### src/verilog/sbsr_consts.vh
`ifndef SBSR_CONSTS_VH
`define SBSR_CONSTS_VH

// Status word layout
`define SBSR_WORD_W 12
`define SBSR_MODE_HI 11
`define SBSR_MODE_LO 9
`define SBSR_WAKE_BIT 8
`define SBSR_TXM_BIT 6
`define SBSR_STUCK_BIT 4
`define SBSR_FIXED_ONE_BIT 2
`define SBSR_PARITY_BIT 0

// Branch mode codes
`define SBSR_MODE_NORMAL 3'h0
`define SBSR_MODE_DISABLED 3'h1
`define SBSR_MODE_LOW_POWER 3'h2
`define SBSR_MODE_SEND_ONLY_B 3'h3
`define SBSR_MODE_FAIL_SILENT 3'h4
`define SBSR_MODE_SEND_ONLY_A 3'h5

// Reset values
`define SBSR_FLAG_RST 1'h0
`define SBSR_MODE_RST 3'h1

`endif

### src/verilog/sbsr_status_bank.v
`timescale 1ns/1ps
`include "sbsr_consts.vh"
// How it works
// Each of the four branches owns one read-only status word holding only its own state.
// Bits 11 to 9 give the branch mode code, 0 normal up to 5 send-only variant a.
// Bit 8 sets on a remote wake detection and raises the wake and branch event interrupts.
// Bit 8 clears after a good read of its word or when the star drops from normal to standby or sleep.
// Bit 6 sets on a transmit/receive mismatch while the branch is in normal mode and raises the branch event interrupt.
// With holding on, bit 6 stays until read, then clears on a clean frame or leaving normal.
// With holding off, bit 6 clears on a clean frame or when the branch leaves normal.
// Bit 4 sets when the branch stays stuck past the detect time, raising clamp and event irqs.
// With holding on, bit 4 stays until read and then clears once idle is seen.
// With holding off, bit 4 clears whenever idle is seen.
// Bit 0 makes the total count of ones in the word odd.
// Bits 7, 5, 3 and 1 read zero and bit 2 reads one.
// Only a read frame that ends without error counts as a read of its word, and events in its last cycle win.
module sbsr_status_bank
#(
  parameter NUM_BRANCH = 4
)
(
  input wire core_clk_in,
  input wire reset_in,
  input wire latch_en_in,
  input wire star_normal_mode_in,
  input wire star_standby_mode_in,
  input wire star_sleep_mode_in,
  input wire [3*NUM_BRANCH-1:0] branch_mode_code_in,
  input wire [NUM_BRANCH-1:0] wake_det_in,
  input wire [NUM_BRANCH-1:0] mismatch_det_in,
  input wire [NUM_BRANCH-1:0] clean_frame_in,
  input wire [NUM_BRANCH-1:0] stuck_det_in,
  input wire [NUM_BRANCH-1:0] idle_det_in,
  input wire read_start_in,
  input wire [1:0] read_sel_in,
  input wire read_end_in,
  input wire read_err_in,
  output reg [`SBSR_WORD_W-1:0] read_data_out,
  output reg [NUM_BRANCH*`SBSR_WORD_W-1:0] branch_status_word_out,
  output reg wakeup_irq_out,
  output reg clamp_error_irq_out,
  output reg [NUM_BRANCH-1:0] branch_event_irq_out
);

// ========================================
// Read frame tracking
// ========================================
// Word is captured at frame start so the host sees a stable value
reg frame_active_r;
reg [1:0] frame_sel_r;
reg frame_err_r;
reg prev_star_normal_r;
wire star_sleep_entry;
wire [NUM_BRANCH-1:0] wake_flag;
wire [NUM_BRANCH-1:0] txm_flag;
wire [NUM_BRANCH-1:0] stuck_flag;
wire [NUM_BRANCH-1:0] wake_set;
wire [NUM_BRANCH-1:0] txm_set;
wire [NUM_BRANCH-1:0] stuck_set;
wire [NUM_BRANCH*`SBSR_WORD_W-1:0] word_live;
reg [NUM_BRANCH-1:0] read_done;

assign star_sleep_entry = prev_star_normal_r & ~star_normal_mode_in &
  (star_standby_mode_in | star_sleep_mode_in);

always @*
begin
  read_done = {NUM_BRANCH{1'b0}};
  if (frame_active_r && read_end_in && !read_err_in && !frame_err_r)
    read_done[frame_sel_r] = 1'b1;
end

always @(posedge core_clk_in)
begin
  if (reset_in)
  begin
    frame_active_r <= 1'b0;
    frame_sel_r <= 2'h0;
    frame_err_r <= 1'b0;
    prev_star_normal_r <= 1'b0;
    read_data_out <= {`SBSR_WORD_W{1'b0}};
  end
  else
  begin
    prev_star_normal_r <= star_normal_mode_in;
    if (read_start_in)
    begin
      frame_active_r <= 1'b1;
      frame_sel_r <= read_sel_in;
      frame_err_r <= read_err_in;
      read_data_out <= word_live[read_sel_in*`SBSR_WORD_W +: `SBSR_WORD_W];
    end
    else if (read_end_in)
    begin
      frame_active_r <= 1'b0;
      frame_err_r <= 1'b0;
    end
    else if (read_err_in)
      frame_err_r <= 1'b1;
  end
end

// ========================================
// Per-branch flags and words
// ========================================
genvar gi;
generate
  for (gi = 0; gi < NUM_BRANCH; gi = gi + 1)
  begin : g_br
    wire [2:0] mode;
    wire [`SBSR_WORD_W-2:0] body;
    assign mode = branch_mode_code_in[3*gi +: 3];

    sbsr_branch_flags u_flags
    (
      .core_clk_in(core_clk_in),
      .reset_in(reset_in),
      .latch_en_in(latch_en_in),
      .star_sleep_entry_in(star_sleep_entry),
      .mode_in(mode),
      .wake_det_in(wake_det_in[gi]),
      .mismatch_det_in(mismatch_det_in[gi]),
      .clean_frame_in(clean_frame_in[gi]),
      .stuck_det_in(stuck_det_in[gi]),
      .idle_det_in(idle_det_in[gi]),
      .read_done_in(read_done[gi]),
      .wake_flag_out(wake_flag[gi]),
      .txm_flag_out(txm_flag[gi]),
      .stuck_flag_out(stuck_flag[gi]),
      .wake_set_out(wake_set[gi]),
      .txm_set_out(txm_set[gi]),
      .stuck_set_out(stuck_set[gi])
    );

    // Bits 11..1; reserved bits fixed
    assign body = {mode, wake_flag[gi], 1'b0, txm_flag[gi], 1'b0,
      stuck_flag[gi], 1'b0, 1'b1, 1'b0}; // see R1 see R2
    assign word_live[gi*`SBSR_WORD_W +: `SBSR_WORD_W] = {body, ~(^body)};
  end
endgenerate

// ========================================
// Interrupt pulses and visible words
// ========================================
always @(posedge core_clk_in)
begin
  if (reset_in)
  begin
    wakeup_irq_out <= 1'b0;
    clamp_error_irq_out <= 1'b0;
    branch_event_irq_out <= {NUM_BRANCH{1'b0}};
    branch_status_word_out <= {NUM_BRANCH*`SBSR_WORD_W{1'b0}};
  end
  else
  begin
    wakeup_irq_out <= |wake_set;
    clamp_error_irq_out <= |stuck_set;
    branch_event_irq_out <= wake_set | txm_set | stuck_set;
    branch_status_word_out <= word_live;
  end
end

endmodule

### src/verilog/sbsr_branch_flags.v
`timescale 1ns/1ps
module sbsr_branch_flags
(
  input wire core_clk_in,
  input wire reset_in,
  input wire latch_en_in,
  input wire star_sleep_entry_in,
  input wire [2:0] mode_in,
  input wire wake_det_in,
  input wire mismatch_det_in,
  input wire clean_frame_in,
  input wire stuck_det_in,
  input wire idle_det_in,
  input wire read_done_in,
  output reg wake_flag_out,
  output reg txm_flag_out,
  output reg stuck_flag_out,
  output reg wake_set_out,
  output reg txm_set_out,
  output reg stuck_set_out
);

`include "sbsr_consts.vh"

// ========================================
// Flag state
// ========================================
reg txm_held_r;
reg stuck_held_r;
wire not_normal;
reg wake_nxt;
reg txm_nxt;
reg stuck_nxt;
reg txm_held_nxt;
reg stuck_held_nxt;

assign not_normal = (mode_in != `SBSR_MODE_NORMAL);

always @*
begin
  // Wake: cleared by read or star leaving normal, set wins
  wake_nxt = wake_flag_out;
  if (read_done_in || star_sleep_entry_in)
    wake_nxt = 1'b0;
  if (wake_det_in)
    wake_nxt = 1'b1;
  // Mismatch: held flag blocks the live clear until a read
  txm_held_nxt = txm_held_r;
  txm_nxt = txm_flag_out;
  if (read_done_in)
    txm_held_nxt = 1'b0;
  if ((!txm_held_nxt || !latch_en_in) && (clean_frame_in || not_normal))
    txm_nxt = 1'b0; // see R6
  if (mismatch_det_in && !not_normal)
  begin
    txm_nxt = 1'b1;
    txm_held_nxt = 1'b1;
  end
  // Stuck: same hold scheme, released by idle
  stuck_held_nxt = stuck_held_r;
  stuck_nxt = stuck_flag_out;
  if (read_done_in)
    stuck_held_nxt = 1'b0;
  if ((!stuck_held_nxt || !latch_en_in) && idle_det_in)
    stuck_nxt = 1'b0; // see R9
  if (stuck_det_in)
  begin
    stuck_nxt = 1'b1;
    stuck_held_nxt = 1'b1;
  end
end

always @(posedge core_clk_in)
begin
  if (reset_in)
  begin
    wake_flag_out <= `SBSR_FLAG_RST;
    txm_flag_out <= `SBSR_FLAG_RST;
    stuck_flag_out <= `SBSR_FLAG_RST;
    txm_held_r <= 1'b0;
    stuck_held_r <= 1'b0;
    wake_set_out <= 1'b0;
    txm_set_out <= 1'b0;
    stuck_set_out <= 1'b0;
  end
  else
  begin
    wake_flag_out <= wake_nxt;
    txm_flag_out <= txm_nxt;
    stuck_flag_out <= stuck_nxt;
    txm_held_r <= txm_held_nxt;
    stuck_held_r <= stuck_held_nxt;
    wake_set_out <= wake_nxt & ~wake_flag_out;
    txm_set_out <= txm_nxt & ~txm_flag_out;
    stuck_set_out <= stuck_nxt & ~stuck_flag_out;
  end
end

endmodule

### config.mk
export PLATFORM = sky130hd
export DESIGN_NAME = sbsr_status_bank
export DESIGN_NICKNAME = d
export VERILOG_FILES = /design/src/verilog/sbsr_status_bank.v /design/src/verilog/sbsr_branch_flags.v
export VERILOG_INCLUDE_DIRS = /design/src /design/src/verilog
export SDC_FILE = /design/constraint.sdc
export NUM_CORES = 1
export LEC_CHECK = 0
export ABC_AREA = 1
export BUFFER_PORTS_ARGS = -buffer_cell sky130_fd_sc_hd__buf_2
export CAP_MARGIN = 25
export CORE_MARGIN = 3
export CORE_UTILIZATION = 35
export CTS_CLUSTER_SIZE = 40
export DETAILED_ROUTE_END_ITERATION = 8
export PLACE_DENSITY_LB_ADDON = 0.08
export SETUP_SLACK_MARGIN = 0.5
export SLEW_MARGIN = 10
export SYNTH_ARGS = -nofsm -noshare
export SYNTH_HDL_FRONTEND = slang
export SYNTH_HIERARCHICAL = 1
export SYNTH_SLANG_ARGS = --single-unit
### constraint.sdc
create_clock -name core_clk_in -period 1.5 [get_ports core_clk_in]
set_input_delay 0.3 -clock core_clk_in [delete_from_list [all_inputs] [get_ports core_clk_in]]
set_output_delay 0.3 -clock core_clk_in [all_outputs]
set_load 0.02 [all_outputs]
==> results.json <==
{
  "hold_viol_final": 0,
  "cts_tree": "built",
  "area_growth_pct": 41.8,
  "rsz0062_at_grt": "yes",
  "nets": 585,
  "yosys_warnings": 6,
  "ir_drop_mv": 0.452,
  "drcViolationCount": 0,
  "crit_fanout": 4,
  "period_minus_slack_ns": 1.19,
  "yosys.area_share.simple_pct": 26.9,
  "drv_cap": 0,
  "yosysSeqAreaShare_pct": 49.0,
  "layout_commonest_cell": "nand2_1",
  "status": "complete, no violations",
  "cts_made_buffers": 9,
  "clk_path_buf_depth": 2,
  "antenna_left": 0,
  "reg2regPathDepth": 8,
  "antenna_found_initial": 0,
  "gp_congestion": 0.818,
  "leakagePower_nw": 2.24,
  "root_buffer": "clkbuf_8",
  "via_per_inst": 4.54,
  "cp-start-kind": "flip-flop",
  "fin_ws_ns": 0.314,
  "synthAdderAreaFrac_pct": 0,
  "finalMaxSlewViolations": 0,
  "ys_types": 25,
  "start_util_pct": 36.8,
  "max_freq_mhz": 843,
  "setup_viol": 0,
  "drt_iter0_drc": 99,
  "core_area_sq_um": 8890,
  "gr-total-overflow": 0,
  "layout_common_cells": "nand2_1 (73), dfxtp_2 (47), buf_6 (46)",
  "syn_inst": 440,
  "grt_max_degree": 37,
  "fp.dieH_um": 103,
  "finalCritPeriodShare_pct": 79.1,
  "io_pins": 109,
  "finalClockSkew_ns": 0.00596,
  "clk_latency_ns": 0.35,
  "dr.pass1.iters": 4,
  "io_buffers": 88,
  "dieArea_sq_um": 10500,
  "num_rows": 34,
  "post-place-ws_ns": 0.185,
  "pwr_density_cell_nw_per_um2": 1030,
  "cts_max_level": 3,
  "hold_class": "input port to flip-flop",
  "grt_use_total_pct": 15.9,
  "synth_top_family_by_area": "simple AND/OR/NAND/NOR gates",
  "required_ns": 1.74,
  "drive_gt1_share_pct": 47.4,
  "vias": 2968,
  "synth.area.mux_share_pct": 0,
  "grt_pass1_vias": 2669,
  "ctsHoldBuffers": 0,
  "min_delay_path_depth": 3,
  "finalWirelength_mm": 8.39,
  "dieWidth_um": 103,
  "tns_ns": 0,
  "diodes": 0,
  "synth_xor_area_share_pct": 0,
  "worst_ep_arrival_time_ns": 1.43,
  "synth_area_sq_um": 3270,
  "critPathKind": "flip-flop to flip-flop",
  "wire_per_inst_um": 12.8,
  "end_kind": "flip-flop",
  "clock-sinks": 80,
  "grt_pass1_wl_mm": 12.7,
  "dpl.hpwl_mm": 6.24,
  "syn_area_per_cell_sq_um": 7.43,
  "ys_ff_latch": 80,
  "power_mw": 4.78,
  "synth_compound_area_share_pct": 9.38,
  "cts.clk_slew.worst_paths_ns": 0.08
}
critical path, stage by stage, from the launching register on:
cell     delay (ns)
dfxtp_2        0.34
nor2_4         0.10
nand3_4        0.13
nor3_4         0.18
inv_2          0.10
nand3_2        0.07
nand2_1        0.05
nand2_1        0.06
a21oi_2        0.05
flip-flops by register name, summed over array words and instances, names as in the netlist, 2 cells and up:
name / cells
g_br.u_flags/stuck_set_out: 4
read_data_out: 8
g_br.u_flags/txm_set_out: 4
g_br.u_flags/txm_flag_out: 4
branch_status_word_out: 29
frame_sel_r: 2
g_br.u_flags/stuck_held_r: 4
g_br.u_flags/txm_held_r: 4
g_br.u_flags/wake_flag_out: 4
g_br.u_flags/wake_set_out: 4
g_br.u_flags/stuck_flag_out: 4
branch_event_irq_out: 4
cell usage after synthesis:
cell type	number	share of area [%]
buf_6	1	0.34
dfxtp_1	80	49
clkbuf_8	1	0.42
inv_1	45	5.2
o211ai_1	6	1.4
a21oi_1	35	5.4
buf_1	2	0.23
nand3_2	4	1.2
o21ai_0	8	1.2
nand4_1	1	0.19
nor2_2	4	0.77
nand3_1	44	6.7
nor2_1	46	5.3
clkbuf_1	1	0.11
clkinv_1	1	0.11
a41oi_1	1	0.27
o21ai_1	6	0.92
buf_4	25	5.7
buf_2	2	0.31
nor3_1	12	1.8
inv_2	19	2.2
nor4_1	1	0.19
conb_1	1	0.11
a211oi_1	1	0.23
nand2_1	93	11
per-stage QoR:
step	cell area (sq um)	std cells	hold WS [ns]	util, %
floorplan	3400	459	0.362	-
global placement	3800	627	0.445	42.7
detailed placement	3800	627	0.447	42.7
CTS	4380	646	0.152	49.3
global route	4640	654	0.165	52.1
finish	4640	654	0.177	52.1
final timing paths:
path / slack, ns / startpoint / endpoint
setup / recovery: 0.31 / frame_err_r$_SDFFE_PP0P_ / g_br[3].u_flags/txm_flag_out$_SDFF_PP0_
hold / removal: 0.18 / star_normal_mode_in / prev_star_normal_r$_SDFF_PP0_
setup reg to reg: 0.31 / frame_err_r$_SDFFE_PP0P_ / g_br[3].u_flags/txm_flag_out$_SDFF_PP0_
hold reg to reg: 0.44 / g_br[1].u_flags/txm_flag_out$_SDFF_PP0_ / g_br[1].u_flags/txm_set_out$_SDFF_PP0_
cell type report:
type | count | area [sq um]
clock buffer | 12 | 145
clock inverter | 3 | 42.5
fill | 870 | 4260
inverter | 65 | 249
multi-input combinational | 282 | 1490
sequential | 80 | 1700
tap | 108 | 135
timing repair buffer | 104 | 873
metal layers:
layer | vias to the layer above | GRT usage (%) | share of wire [%]
li1 | 1554 | - | -
met1 | 1324 | 21.3 | 47
met2 | 83 | 24.8 | 47
met3 | 7 | 3.86 | 5.2
met4 | 0 | 5.75 | 1.0
met5 | - | 0 | 0
power breakdown:
group	leakage, nW	internal, mW	switching (mW)
sequential	0.682	2.26	0.0965
clock	0.0925	0.805	0.742
combinational	1.47	0.368	0.504
total	2.24	3.44	1.34
cell families after synthesis:
kind of cell,Yosys count
and+or+nand+nor,205
DFF,80
buffers and inverters,97
other,1
AOI/OAI and AO/OA,57
repair_timing:
item                                   CTS  global route
gates resized for setup                142            67
setup buffers                            4             8
pin swaps                                8            21
endpoints found under the hold margin    0             0
setup endpoints to repair               69            73
Power figures use the tool's default switching activity.
